==> src/leol_pkg_unused_guard.sv <==
// no logic of its own: the shared items of the block live in the package
`default_nettype none
`default_nettype wire

==> src/leol_pkg.sv <==
// shared constants, command codes and carrier types for the limit and event output logic
`default_nettype none
package leol_pkg;

	// word widths
	localparam int unsigned LEOL_DW = 16;
	localparam int unsigned LEOL_NEVT = 16;

	// event positions inside the 16-bit event vector
	localparam logic [3:0] LEOL_EVT_IDLE = 4'h0;
	localparam logic [3:0] LEOL_EVT_IIN = 4'h1;
	localparam logic [3:0] LEOL_EVT_VIN = 4'h2;

	// force codes, two-bit two's complement
	localparam logic [1:0] LEOL_FORCE_EVENT = 2'h3;
	localparam logic [1:0] LEOL_FORCE_OFF = 2'h0;
	localparam logic [1:0] LEOL_FORCE_ON = 2'h1;

	// reset values
	localparam logic [1:0] LEOL_RLY_FORCE_RST = 2'h3;
	localparam logic [15:0] LEOL_RLY_EN_RST = 16'h0000;
	localparam logic [15:0] LEOL_THR_RST = 16'h0000;
	localparam logic [15:0] LEOL_HYST_RST = 16'h0000;
	localparam logic [15:0] LEOL_IDLE_TMO_RST = 16'h0001;

	// timing: one second of idle time at 100 MHz
	localparam int unsigned LEOL_CLK_HZ = 100_000_000;
	localparam int unsigned LEOL_SEC_S = 1;
	localparam int unsigned LEOL_CYC_PER_SEC = LEOL_CLK_HZ * LEOL_SEC_S;

	// items reachable by a write or a query
	typedef enum logic [3:0] {
		LEOL_SEL_VLO_EN = 4'b0000,
		LEOL_SEL_VLO_THR = 4'b0001,
		LEOL_SEL_VHYST = 4'b0010,
		LEOL_SEL_PIN_LEVEL = 4'b0011,
		LEOL_SEL_RLY_EN = 4'b0100,
		LEOL_SEL_RLY_COND = 4'b0101,
		LEOL_SEL_RLY_FORCE = 4'b0110,
		LEOL_SEL_IDLE_TMO = 4'b0111,
		LEOL_SEL_IHI_EN = 4'b1000,
		LEOL_SEL_IHI_THR = 4'b1001,
		LEOL_SEL_IHYST = 4'b1010
	} leol_sel_t;

	// one command from the host side
	typedef struct packed {
		leol_sel_t sel;
		logic has_idx;
		logic [3:0] idx;
		logic [15:0] data;
	} leol_cmd_t;

	// one limit comparator setting
	typedef struct packed {
		logic en;
		logic [15:0] thr;
		logic [15:0] hyst;
	} leol_limit_cfg_t;

endpackage
`default_nettype wire

==> src/leol_limit_cmp.sv <==
// limit comparator with hysteresis, low or high side
`timescale 1ns/1ps
`default_nettype none
module leol_limit_cmp import leol_pkg::*; #(
	parameter bit HIGH_SIDE = 1'b0
) (
	input wire logic clk_i, // system clock
	input wire logic rst_i, // synchronous reset, active high
	input wire logic sample_valid_i, // new reading this cycle
	input wire logic [15:0] sample_i, // reading, as a magnitude
	input wire leol_limit_cfg_t cfg_i, // enable, threshold, hysteresis
	output logic cond_d_o, // condition as of this cycle
	output logic cond_q_o // registered condition
);
	logic [16:0] rel_hi;
	logic [16:0] rel_lo;
	logic cond_q;

	// release points; the low one saturates at zero so a large hysteresis cannot wrap
	assign rel_hi = {1'b0, cfg_i.thr} + {1'b0, cfg_i.hyst};
	assign rel_lo = (cfg_i.thr >= cfg_i.hyst) ? {1'b0, cfg_i.thr - cfg_i.hyst} : 17'h00000;

	// set on crossing, clear only once back inside by the hysteresis
	always_comb begin
		cond_d_o = cond_q;
		if (!cfg_i.en) begin
			cond_d_o = 1'b0;
		end else if (sample_valid_i) begin // RULE20
			if (HIGH_SIDE) begin
				if (sample_i > cfg_i.thr) begin // RULE19
					cond_d_o = 1'b1;
				end else if ({1'b0, sample_i} < rel_lo) begin // RULE18
					cond_d_o = 1'b0;
				end
			end else begin
				if (sample_i < cfg_i.thr) begin // RULE2
					cond_d_o = 1'b1;
				end else if ({1'b0, sample_i} > rel_hi) begin // RULE18
					cond_d_o = 1'b0;
				end
			end
		end
	end

	// condition state
	always_ff @(posedge clk_i) begin
		if (rst_i) begin
			cond_q <= 1'b0;
		end else begin
			cond_q <= cond_d_o;
		end
	end

	assign cond_q_o = cond_q;
endmodule
`default_nettype wire

==> src/leol_idle_timer.sv <==
// host-link idle timer counting whole seconds since the last traffic
`timescale 1ns/1ps
`default_nettype none
module leol_idle_timer import leol_pkg::*; #(
	parameter int unsigned CYC_PER_SEC = LEOL_CYC_PER_SEC
) (
	input wire logic clk_i, // system clock
	input wire logic rst_i, // synchronous reset, active high
	input wire logic traffic_i, // host traffic seen this cycle
	input wire logic [15:0] timeout_i, // timeout in seconds, above zero
	output logic idle_d_o, // idle condition as of this cycle
	output logic idle_q_o // registered idle condition
);
	logic [31:0] sub_q;
	logic [15:0] sec_q;
	logic tick;
	logic idle_q;

	assign tick = (sub_q == 32'(CYC_PER_SEC - 1)) && !traffic_i;

	// prescaler down to one tick per second; traffic restarts it
	always_ff @(posedge clk_i) begin
		if (rst_i || traffic_i) begin // RULE15
			sub_q <= 32'h00000000;
		end else if (tick) begin
			sub_q <= 32'h00000000;
		end else begin
			sub_q <= sub_q + 32'h00000001;
		end
	end

	// whole seconds elapsed, saturating so a long silence never wraps back to busy
	always_ff @(posedge clk_i) begin
		if (rst_i || traffic_i) begin // RULE15
			sec_q <= 16'h0000;
		end else if (tick && (sec_q != 16'hFFFF)) begin
			sec_q <= sec_q + 16'h0001;
		end
	end

	// met one cycle after the full timeout has elapsed, so strictly longer than it
	assign idle_d_o = !traffic_i && (sec_q >= timeout_i); // RULE14

	always_ff @(posedge clk_i) begin
		if (rst_i) begin
			idle_q <= 1'b0;
		end else begin
			idle_q <= idle_d_o;
		end
	end

	assign idle_q_o = idle_q;
endmodule
`default_nettype wire

==> src/leol_top.sv <==
// limit and event logic driving the output pin and the relay, with its command port
`timescale 1ns/1ps
`default_nettype none
// Functional notes
// RULE1: query returns voltage low limit enable bit
// RULE2: voltage below threshold sets pin event condition
// RULE3: pin level query returns driven output level
// RULE4: pin low when forced low or no event
// RULE5: pin high when forced high or event met
// RULE6: indexed write updates one relay enable bit
// RULE7: mask write replaces all sixteen relay enables
// RULE8: enable query returns one bit or mask
// RULE9: condition query returns enabled detected conditions
// RULE10: disabled events always report condition zero
// RULE11: relay force accepts event, off, on
// RULE12: event mode turns relay on for conditions
// RULE13: force query returns stored force value
// RULE14: idle met after silence longer than timeout
// RULE15: host traffic clears idle and restarts timer
// RULE16: current high enable gates relay current event
// RULE17: query returns current high limit enable bit
// RULE18: limit clears only past hysteresis band
// RULE19: current magnitude above threshold meets condition
// RULE20: sample updates conditions and outputs together
module leol_top import leol_pkg::*; #(
	parameter int unsigned CYC_PER_SEC = LEOL_CYC_PER_SEC
) (
	input wire logic SYS_CLK_I, // system clock, 100 MHz
	input wire logic RST_I, // synchronous reset, active high
	input wire logic WR_VALID_I, // write command strobe
	input wire leol_cmd_t WR_CMD_I, // write command
	input wire logic QRY_VALID_I, // query command strobe
	input wire leol_cmd_t QRY_CMD_I, // query command, data unused
	input wire logic VIN_VALID_I, // new voltage reading
	input wire logic [15:0] VIN_I, // voltage reading, non-negative
	input wire logic IIN_VALID_I, // new current reading
	input wire logic signed [15:0] IIN_I, // current reading, signed
	input wire logic HOST_TRAFFIC_I, // traffic seen on any host link
	input wire logic [15:0] EXT_COND_I, // raw conditions of other events
	input wire logic [15:0] PIN_EVT_EN_I, // events monitored by the pin
	input wire logic [1:0] PIN_FORCE_I, // pin force code, -1 event
	input wire logic PIN_DIR_I, // pin direction, 1 output
	output logic PIN_O, // pin output level
	output logic PIN_OE_N_O, // pin output enable, low drives
	output logic RELAY_ON_O, // relay position, 1 on
	output logic [15:0] RLY_COND_O, // relay condition mask
	output logic QRY_ACK_O, // query answer strobe
	output logic [15:0] QRY_DATA_O // query answer
);
	leol_limit_cfg_t vlo_cfg_q;
	leol_limit_cfg_t ihi_cfg_q;
	logic [15:0] rly_en_q;
	logic [1:0] rly_force_q;
	logic [15:0] idle_tmo_q;
	logic [15:0] raw_d;
	logic [15:0] rly_cond_d;
	logic [15:0] rly_cond_q;
	logic [15:0] pin_cond_d;
	logic [15:0] iin_mag;
	logic vlo_cond_d;
	logic ihi_cond_d;
	logic idle_cond_d;
	logic pin_d;
	logic pin_q;
	logic relay_d;
	logic relay_q;
	logic oe_n_q;
	logic ack_q;
	logic [15:0] qry_q;
	logic [15:0] qry_d;
	logic wr_vlo_en;
	logic wr_vlo_thr;
	logic wr_vhyst;
	logic wr_rly_en;
	logic wr_rly_force;
	logic wr_idle;
	logic wr_ihi_en;
	logic wr_ihi_thr;
	logic wr_ihyst;

	// write decode
	assign wr_vlo_en = WR_VALID_I && (WR_CMD_I.sel == LEOL_SEL_VLO_EN);
	assign wr_vlo_thr = WR_VALID_I && (WR_CMD_I.sel == LEOL_SEL_VLO_THR);
	assign wr_vhyst = WR_VALID_I && (WR_CMD_I.sel == LEOL_SEL_VHYST);
	assign wr_rly_en = WR_VALID_I && (WR_CMD_I.sel == LEOL_SEL_RLY_EN);
	assign wr_rly_force = WR_VALID_I && (WR_CMD_I.sel == LEOL_SEL_RLY_FORCE);
	assign wr_idle = WR_VALID_I && (WR_CMD_I.sel == LEOL_SEL_IDLE_TMO);
	assign wr_ihi_en = WR_VALID_I && (WR_CMD_I.sel == LEOL_SEL_IHI_EN);
	assign wr_ihi_thr = WR_VALID_I && (WR_CMD_I.sel == LEOL_SEL_IHI_THR);
	assign wr_ihyst = WR_VALID_I && (WR_CMD_I.sel == LEOL_SEL_IHYST);

	// voltage low limit setting; enable takes only bit 0 of the data
	always_ff @(posedge SYS_CLK_I) begin
		if (RST_I) begin
			vlo_cfg_q <= '{en: 1'b0, thr: LEOL_THR_RST, hyst: LEOL_HYST_RST};
		end else begin
			if (wr_vlo_en) begin
				vlo_cfg_q.en <= WR_CMD_I.data[0];
			end
			if (wr_vlo_thr) begin
				vlo_cfg_q.thr <= WR_CMD_I.data;
			end
			if (wr_vhyst) begin
				vlo_cfg_q.hyst <= WR_CMD_I.data;
			end
		end
	end

	// current high limit setting
	always_ff @(posedge SYS_CLK_I) begin
		if (RST_I) begin
			ihi_cfg_q <= '{en: 1'b0, thr: LEOL_THR_RST, hyst: LEOL_HYST_RST};
		end else begin
			if (wr_ihi_en) begin
				ihi_cfg_q.en <= WR_CMD_I.data[0]; // RULE16
			end
			if (wr_ihi_thr) begin
				ihi_cfg_q.thr <= WR_CMD_I.data;
			end
			if (wr_ihyst) begin
				ihi_cfg_q.hyst <= WR_CMD_I.data;
			end
		end
	end

	// relay enable mask: indexed write touches one bit, plain write replaces all
	always_ff @(posedge SYS_CLK_I) begin
		if (RST_I) begin
			rly_en_q <= LEOL_RLY_EN_RST;
		end else if (wr_rly_en) begin
			if (WR_CMD_I.has_idx) begin
				rly_en_q[WR_CMD_I.idx] <= WR_CMD_I.data[0]; // RULE6
			end else begin
				rly_en_q <= WR_CMD_I.data; // RULE7
			end
		end
	end

	// relay force; code -2 is not a legal setting and leaves the value unchanged
	always_ff @(posedge SYS_CLK_I) begin
		if (RST_I) begin
			rly_force_q <= LEOL_RLY_FORCE_RST;
		end else if (wr_rly_force && (WR_CMD_I.data[1:0] != 2'h2)) begin
			rly_force_q <= WR_CMD_I.data[1:0]; // RULE11
		end
	end

	// idle timeout; zero is refused since the timer would report idle at once
	always_ff @(posedge SYS_CLK_I) begin
		if (RST_I) begin
			idle_tmo_q <= LEOL_IDLE_TMO_RST;
		end else if (wr_idle && (WR_CMD_I.data != 16'h0000)) begin
			idle_tmo_q <= WR_CMD_I.data; // RULE14
		end
	end

	// current readings are compared as magnitudes; the most negative value saturates
	always_comb begin
		if (!IIN_I[15]) begin
			iin_mag = IIN_I;
		end else if (IIN_I == 16'h8000) begin
			iin_mag = 16'h7FFF;
		end else begin
			iin_mag = 16'(-IIN_I); // RULE19
		end
	end

	leol_limit_cmp #(
		.HIGH_SIDE(1'b0)
	) u_vlo_cmp (
		.clk_i(SYS_CLK_I),
		.rst_i(RST_I),
		.sample_valid_i(VIN_VALID_I),
		.sample_i(VIN_I),
		.cfg_i(vlo_cfg_q),
		.cond_d_o(vlo_cond_d),
		.cond_q_o()
	);

	leol_limit_cmp #(
		.HIGH_SIDE(1'b1)
	) u_ihi_cmp (
		.clk_i(SYS_CLK_I),
		.rst_i(RST_I),
		.sample_valid_i(IIN_VALID_I),
		.sample_i(iin_mag),
		.cfg_i(ihi_cfg_q),
		.cond_d_o(ihi_cond_d),
		.cond_q_o()
	);

	leol_idle_timer #(
		.CYC_PER_SEC(CYC_PER_SEC)
	) u_idle (
		.clk_i(SYS_CLK_I),
		.rst_i(RST_I),
		.traffic_i(HOST_TRAFFIC_I),
		.timeout_i(idle_tmo_q),
		.idle_d_o(idle_cond_d),
		.idle_q_o()
	);

	// raw event vector: internal events take their slots, the rest come from outside
	genvar gi;
	generate
		for (gi = 0; gi < LEOL_NEVT; gi++) begin : g_raw
			if (gi == LEOL_EVT_IDLE) begin : g_idle
				assign raw_d[gi] = idle_cond_d; // RULE15
			end else if (gi == LEOL_EVT_IIN) begin : g_iin
				assign raw_d[gi] = ihi_cond_d; // RULE16
			end else if (gi == LEOL_EVT_VIN) begin : g_vin
				assign raw_d[gi] = vlo_cond_d; // RULE2
			end else begin : g_ext
				assign raw_d[gi] = EXT_COND_I[gi];
			end
		end
	endgenerate

	// conditions of events that are not enabled always read as zero
	assign rly_cond_d = raw_d & rly_en_q; // RULE10
	assign pin_cond_d = raw_d & PIN_EVT_EN_I;

	// pin level from force code or from any monitored condition
	always_comb begin
		unique case (PIN_FORCE_I)
			LEOL_FORCE_OFF: pin_d = 1'b0; // RULE4
			LEOL_FORCE_ON: pin_d = 1'b1; // RULE5
			default: pin_d = |pin_cond_d; // RULE4 RULE5
		endcase
	end

	// relay position; clearing idle alone drops the relay when nothing else holds it
	always_comb begin
		unique case (rly_force_q)
			LEOL_FORCE_OFF: relay_d = 1'b0; // RULE11
			LEOL_FORCE_ON: relay_d = 1'b1; // RULE11
			default: relay_d = |rly_cond_d; // RULE12 RULE15
		endcase
	end

	// outputs take the same edge as the conditions, no extra cycle of lag
	always_ff @(posedge SYS_CLK_I) begin
		if (RST_I) begin
			pin_q <= 1'b0;
			oe_n_q <= 1'b1;
			relay_q <= 1'b0;
			rly_cond_q <= 16'h0000;
		end else begin
			pin_q <= pin_d; // RULE20
			oe_n_q <= !PIN_DIR_I;
			relay_q <= relay_d; // RULE20
			rly_cond_q <= rly_cond_d; // RULE20
		end
	end

	// query answer mux over registered state
	always_comb begin
		qry_d = 16'h0000;
		unique case (QRY_CMD_I.sel)
			LEOL_SEL_VLO_EN: qry_d = {15'h0000, vlo_cfg_q.en}; // RULE1
			LEOL_SEL_VLO_THR: qry_d = vlo_cfg_q.thr;
			LEOL_SEL_VHYST: qry_d = vlo_cfg_q.hyst;
			LEOL_SEL_PIN_LEVEL: qry_d = {15'h0000, pin_q && !oe_n_q}; // RULE3
			LEOL_SEL_RLY_EN: begin
				if (QRY_CMD_I.has_idx) begin
					qry_d = {15'h0000, rly_en_q[QRY_CMD_I.idx]}; // RULE8
				end else begin
					qry_d = rly_en_q; // RULE8
				end
			end
			LEOL_SEL_RLY_COND: begin
				if (QRY_CMD_I.has_idx) begin
					qry_d = {15'h0000, rly_cond_q[QRY_CMD_I.idx]}; // RULE9
				end else begin
					qry_d = rly_cond_q; // RULE9
				end
			end
			LEOL_SEL_RLY_FORCE: qry_d = {{14{rly_force_q[1]}}, rly_force_q}; // RULE13
			LEOL_SEL_IDLE_TMO: qry_d = idle_tmo_q;
			LEOL_SEL_IHI_EN: qry_d = {15'h0000, ihi_cfg_q.en}; // RULE17
			LEOL_SEL_IHI_THR: qry_d = ihi_cfg_q.thr;
			LEOL_SEL_IHYST: qry_d = ihi_cfg_q.hyst;
			default: qry_d = 16'h0000;
		endcase
	end

	// answer one cycle after the query; data holds until the next query
	always_ff @(posedge SYS_CLK_I) begin
		if (RST_I) begin
			ack_q <= 1'b0;
			qry_q <= 16'h0000;
		end else begin
			ack_q <= QRY_VALID_I;
			if (QRY_VALID_I) begin
				qry_q <= qry_d;
			end
		end
	end

	assign PIN_O = pin_q;
	assign PIN_OE_N_O = oe_n_q;
	assign RELAY_ON_O = relay_q;
	assign RLY_COND_O = rly_cond_q;
	assign QRY_ACK_O = ack_q;
	assign QRY_DATA_O = qry_q;
endmodule
`default_nettype wire

==> config.mk <==
export PLATFORM = sky130hd
export DESIGN_NAME = leol_top
export DESIGN_NICKNAME = d
export VERILOG_FILES = /design/src/leol_pkg_unused_guard.sv /design/src/leol_pkg.sv /design/src/leol_limit_cmp.sv /design/src/leol_idle_timer.sv /design/src/leol_top.sv
export SDC_FILE = /design/constraint.sdc
export NUM_CORES = 1
export LEC_CHECK = 0
export BUFFER_PORTS_ARGS = -buffer_cell sky130_fd_sc_hd__buf_4
export CAP_MARGIN = 25
export CORE_MARGIN = 5
export CORE_UTILIZATION = 35
export CTS_BUF_LIST = sky130_fd_sc_hd__clkbuf_4 sky130_fd_sc_hd__clkbuf_8
export DETAILED_ROUTE_END_ITERATION = 6
export PLACE_DENSITY_LB_ADDON = 0.1
export SLEW_MARGIN = 0
export SYNTH_ARGS = -nofsm -noshare
export SYNTH_HDL_FRONTEND = slang
export SYNTH_SLANG_ARGS = --single-unit
export TNS_END_PERCENT = 20
==> constraint.sdc <==
create_clock -name SYS_CLK_I -period 9.15 [get_ports SYS_CLK_I]
set_input_delay 0.915 -clock SYS_CLK_I [delete_from_list [all_inputs] [get_ports SYS_CLK_I]]
set_output_delay 0.915 -clock SYS_CLK_I [all_outputs]
set_load 0.05 [all_outputs]
==> results.json <==
{
  "drt_iter0_markers": 877,
  "worstHoldStart": "u_idle.sub_q[0]",
  "min_path_cells": 1,
  "finClkSkew_ps": 21.4,
  "antenna_found_initial": 2,
  "grt_max_degree": 100,
  "viasPerCell": 5.30,
  "async_reset_ff_share_pct": 0,
  "cts_root_buffer": "clkbuf_8",
  "clk_latency_ps": 470,
  "stdcell_count": 2118,
  "utilization_pct": 40.8,
  "p_int_uw": 1170,
  "rr_worst_depth": 18,
  "dp_cells": 2083,
  "crit_chain": "inv_1, ha_1, fa_1, nor2b_1, o21ai_0, a21oi_1, nor2_1, o21ai_1, o2111ai_1, ha_1, nand4_1, a211oi_1, or2_2, a22oi_1, o21ai_1, a32o_1, nor2b_4, and2_4",
  "syn_inst": 1539,
  "hpwl_mm": 32.3,
  "met1_length_mm": 18.9,
  "combPwrFrac_pct": 17.2,
  "ys_warn_count": 0,
  "syn-num-nets": 1778,
  "p_total_uw": 1700,
  "maxSlewViolCount": 0,
  "drive_above_1_share_pct": 13.1,
  "cts.repair.resized": 0,
  "grt-ovfl-total": 0,
  "switching_power_uw": 535,
  "rrSetupSlack_ps": 4390,
  "n_fill_cell": 3546,
  "yosysSeqAreaShare_pct": 30.8,
  "placementRows": 68,
  "slew_headroom_pct": 30.9,
  "start_util_pct": 35.2,
  "ios": 160,
  "status": "finished clean",
  "fmax_ghz": 0.210,
  "synthFlopType": "dfxtp_1",
  "crit_path_max_fanout": 15,
  "dr.pass1.iters": 5,
  "ys_top_cells_by_area": "dfxtp_1 31%, ha_1 12%, nand2_1 6.6%, nor2_1 5.8%, a21oi_1 5.2%",
  "leakage_uw": 0.00547,
  "ant_nets": 0,
  "timing.rr.end": "RLY_COND_O[1]",
  "cp-startpoint": "ihi_cfg_q[16]",
  "die_y_um": 196,
  "top_layer": "met4",
  "synth.most_common_cell": "nand2_1",
  "ir_worst_vdd_mv": 0.0858,
  "met2WireLength_mm": 20.3,
  "fin_setup_tns_ps": 0,
  "period_share_pct": 52.0,
  "finalNetCount": 1887,
  "critPathKind": "reg2reg",
  "cts_sinks": 186,
  "synth_cell_types": 76,
  "hold_viol_final": 0,
  "routed_wl_mm": 41.3,
  "worst_pin_slew_ps": 1030,
  "critical-path-top-delay-family": "compound AO/OA/AOI/OAI gates",
  "setup_violations": 0,
  "ys_top_cells_by_count": "213 x nand2_1, 186 x dfxtp_1, 185 x nor2_1",
  "grt_pass1_vias": 10979,
  "cp-end-kind": "register",
  "postCtsSetupBuffers": 0,
  "drc_errors": 0,
  "arrival_ps": 5120,
  "synth_top_area_share_pct": 30.8,
  "die_w_um": 196,
  "track_usage_pct": 21.1,
  "holdWs_ps": 473,
  "worstPathRequired_ps": 9520,
  "dieArea_um2": 38300,
  "clk_pin_slew_worst_paths_ps": 120,
  "clkPwrFrac_pct": 34.2,
  "synth_edf_count": 0,
  "place_congestion": 0.879,
  "worst_path_max_delay_cell": "o21ai_1",
  "power_frac_seq_pct": 48.6,
  "rr_startpoint": "ihi_cfg_q[16]",
  "drv_cap": 0,
  "cts_made_buffers": 17,
  "critPathBufInv": 1,
  "switching_share_pct": 31.4,
  "min_path_type": "reg2reg",
  "startpoint_type": "register",
  "period_minus_slack_ps": 4760,
  "syn_to_final_growth_pct": 15.9,
  "design.core.area_um2": 34300,
  "netlist_area_um2": 12100,
  "io_buffers": 140,
  "wl_met3_mm": 1.38,
  "crit_path_max_incr_delay_ps": 810,
  "syn_avg_cell_area_um2": 7.85,
  "cts_max_path_buffers": 2,
  "grt_first_pass_wirelength_mm": 64.1,
  "cts_hold_buf": 0,
  "h-tree-depth": 4,
  "cts_tree": "done",
  "min_to": "u_idle.sub_q[0]",
  "rsz0062_at_grt": "false",
  "ys_ff_latch": 186,
  "powerDensity_nw_per_um2": 122,
  "vias": 11216,
  "wl_per_cell_um": 19.5,
  "yosysTopAreaCell": "dfxtp_1"
}
==> worst register-to-register path, cell delays in order, from the launching register on <==
cell and delay [ps]:
dfxtp_1 490, inv_1 80, ha_1 210, fa_1 410, nor2b_1 170, o21ai_0 130, a21oi_1 220, nor2_1 80
o21ai_1 810, o2111ai_1 320, ha_1 360, nand4_1 120, a211oi_1 60, or2_2 270, a22oi_1 170, o21ai_1 100
a32o_1 310, nor2b_4 170, and2_4 160
==> through the flow <==
step | worst slack (ps) | area [um^2]
floorplan | 5220 | 12100
global placement | 4500 | 13500
detailed placement | 4380 | 13600
CTS | 4340 | 14000
global route | 4020 | 14000
finish | 4390 | 14000
==> kinds of logic (layout without fill, tap and decap cells) <==
kind of cell,count (synthesis),count (layout),share of synthesized area [%]
and+or+nand+nor,611,611,23.4
AOI/OAI and AO/OA,346,346,18.2
DFF,186,186,30.8
buffers and inverters,159,281,5.06
adders and majority gates,115,115,12.0
xor gates and xnor gates,77,77,5.58
muxes,45,45,4.89
other,0,2,0
==> registers in the layout, summed over array words and instances (netlist names), 2 cells and up <==
signal        count
vlo_cfg_q        33
rly_en_q         16
u_idle.sub_q     32
idle_tmo_q       16
ihi_cfg_q        33
RLY_COND_O       16
QRY_DATA_O       16
u_idle.sec_q     16
rly_force_q       2
==> power by group through the flow <==
stage / sequential, uW / combinational [uW] / clock, uW
after floorplan: 847 / 171 / 0
after global placement: 845 / 288 / 0
after detailed placement: 845 / 291 / 0
after CTS: 826 / 293 / 596
after global routing: 828 / 325 / 633
final: 826 / 293 / 583
==> cells in the final DEF, fill, tap and decap left out, drive strengths merged, types with 4 or more instances in the layout <==
cell type,n
inv,103
a221oi,18
and3,15
o21a,7
nand2b,16
mux2i,32
nor3,16
and4,5
a22oi,49
or3,7
o21ai,63
a21o,20
buf,151
dfxtp,186
mux4,11
nand3b,4
nor4,16
and2,4
xor2,54
nor2b,22
nand3,57
nor2,187
clkinv,7
ha,113
nand2,213
clkbuf,17
xnor2,23
o31ai,8
a211oi,8
o211ai,4
a31oi,9
a21oi,126
o221ai,4
or2,8
nand4,27
==> how the worst max path moves through the flow <==
| stage | cells after the start | slack [ps] | endpoint |
|---|---|---|---|
| detailed placement | 18 | 4380 | RLY_COND_O[1] |
| CTS | 18 | 4340 | RELAY_ON_O |
| finish | 18 | 4390 | RLY_COND_O[1] |
| global placement | 18 | 4500 | RLY_COND_O[1] |
| global route | 17 | 4020 | RELAY_ON_O |
| floorplan | 15 | 5220 | RLY_COND_O[1] |
==> layer usage <==
layer  vias up  global-route usage [%]
met5         -                       0
met4         0                    5.12
met3        30                    2.34
met2       220                    36.5
met1      5315                    28.1
li1       5651                       -
==> final cells by class <==
type                            instances  area [um^2]  area share, %
Antenna cell                            2         5.00         0.0358
Clock buffer                           17          234           1.67
Clock inverter                         15          181           1.30
Inverter                               98          368           2.63
Multi-Input combinational cell       1194         7760           55.5
Sequential cell                       186         3720           26.6
Tap cell                              455          569           4.07
Timing Repair Buffer                  151         1150           8.19
Note: power is estimated with default switching activity, not from simulation.
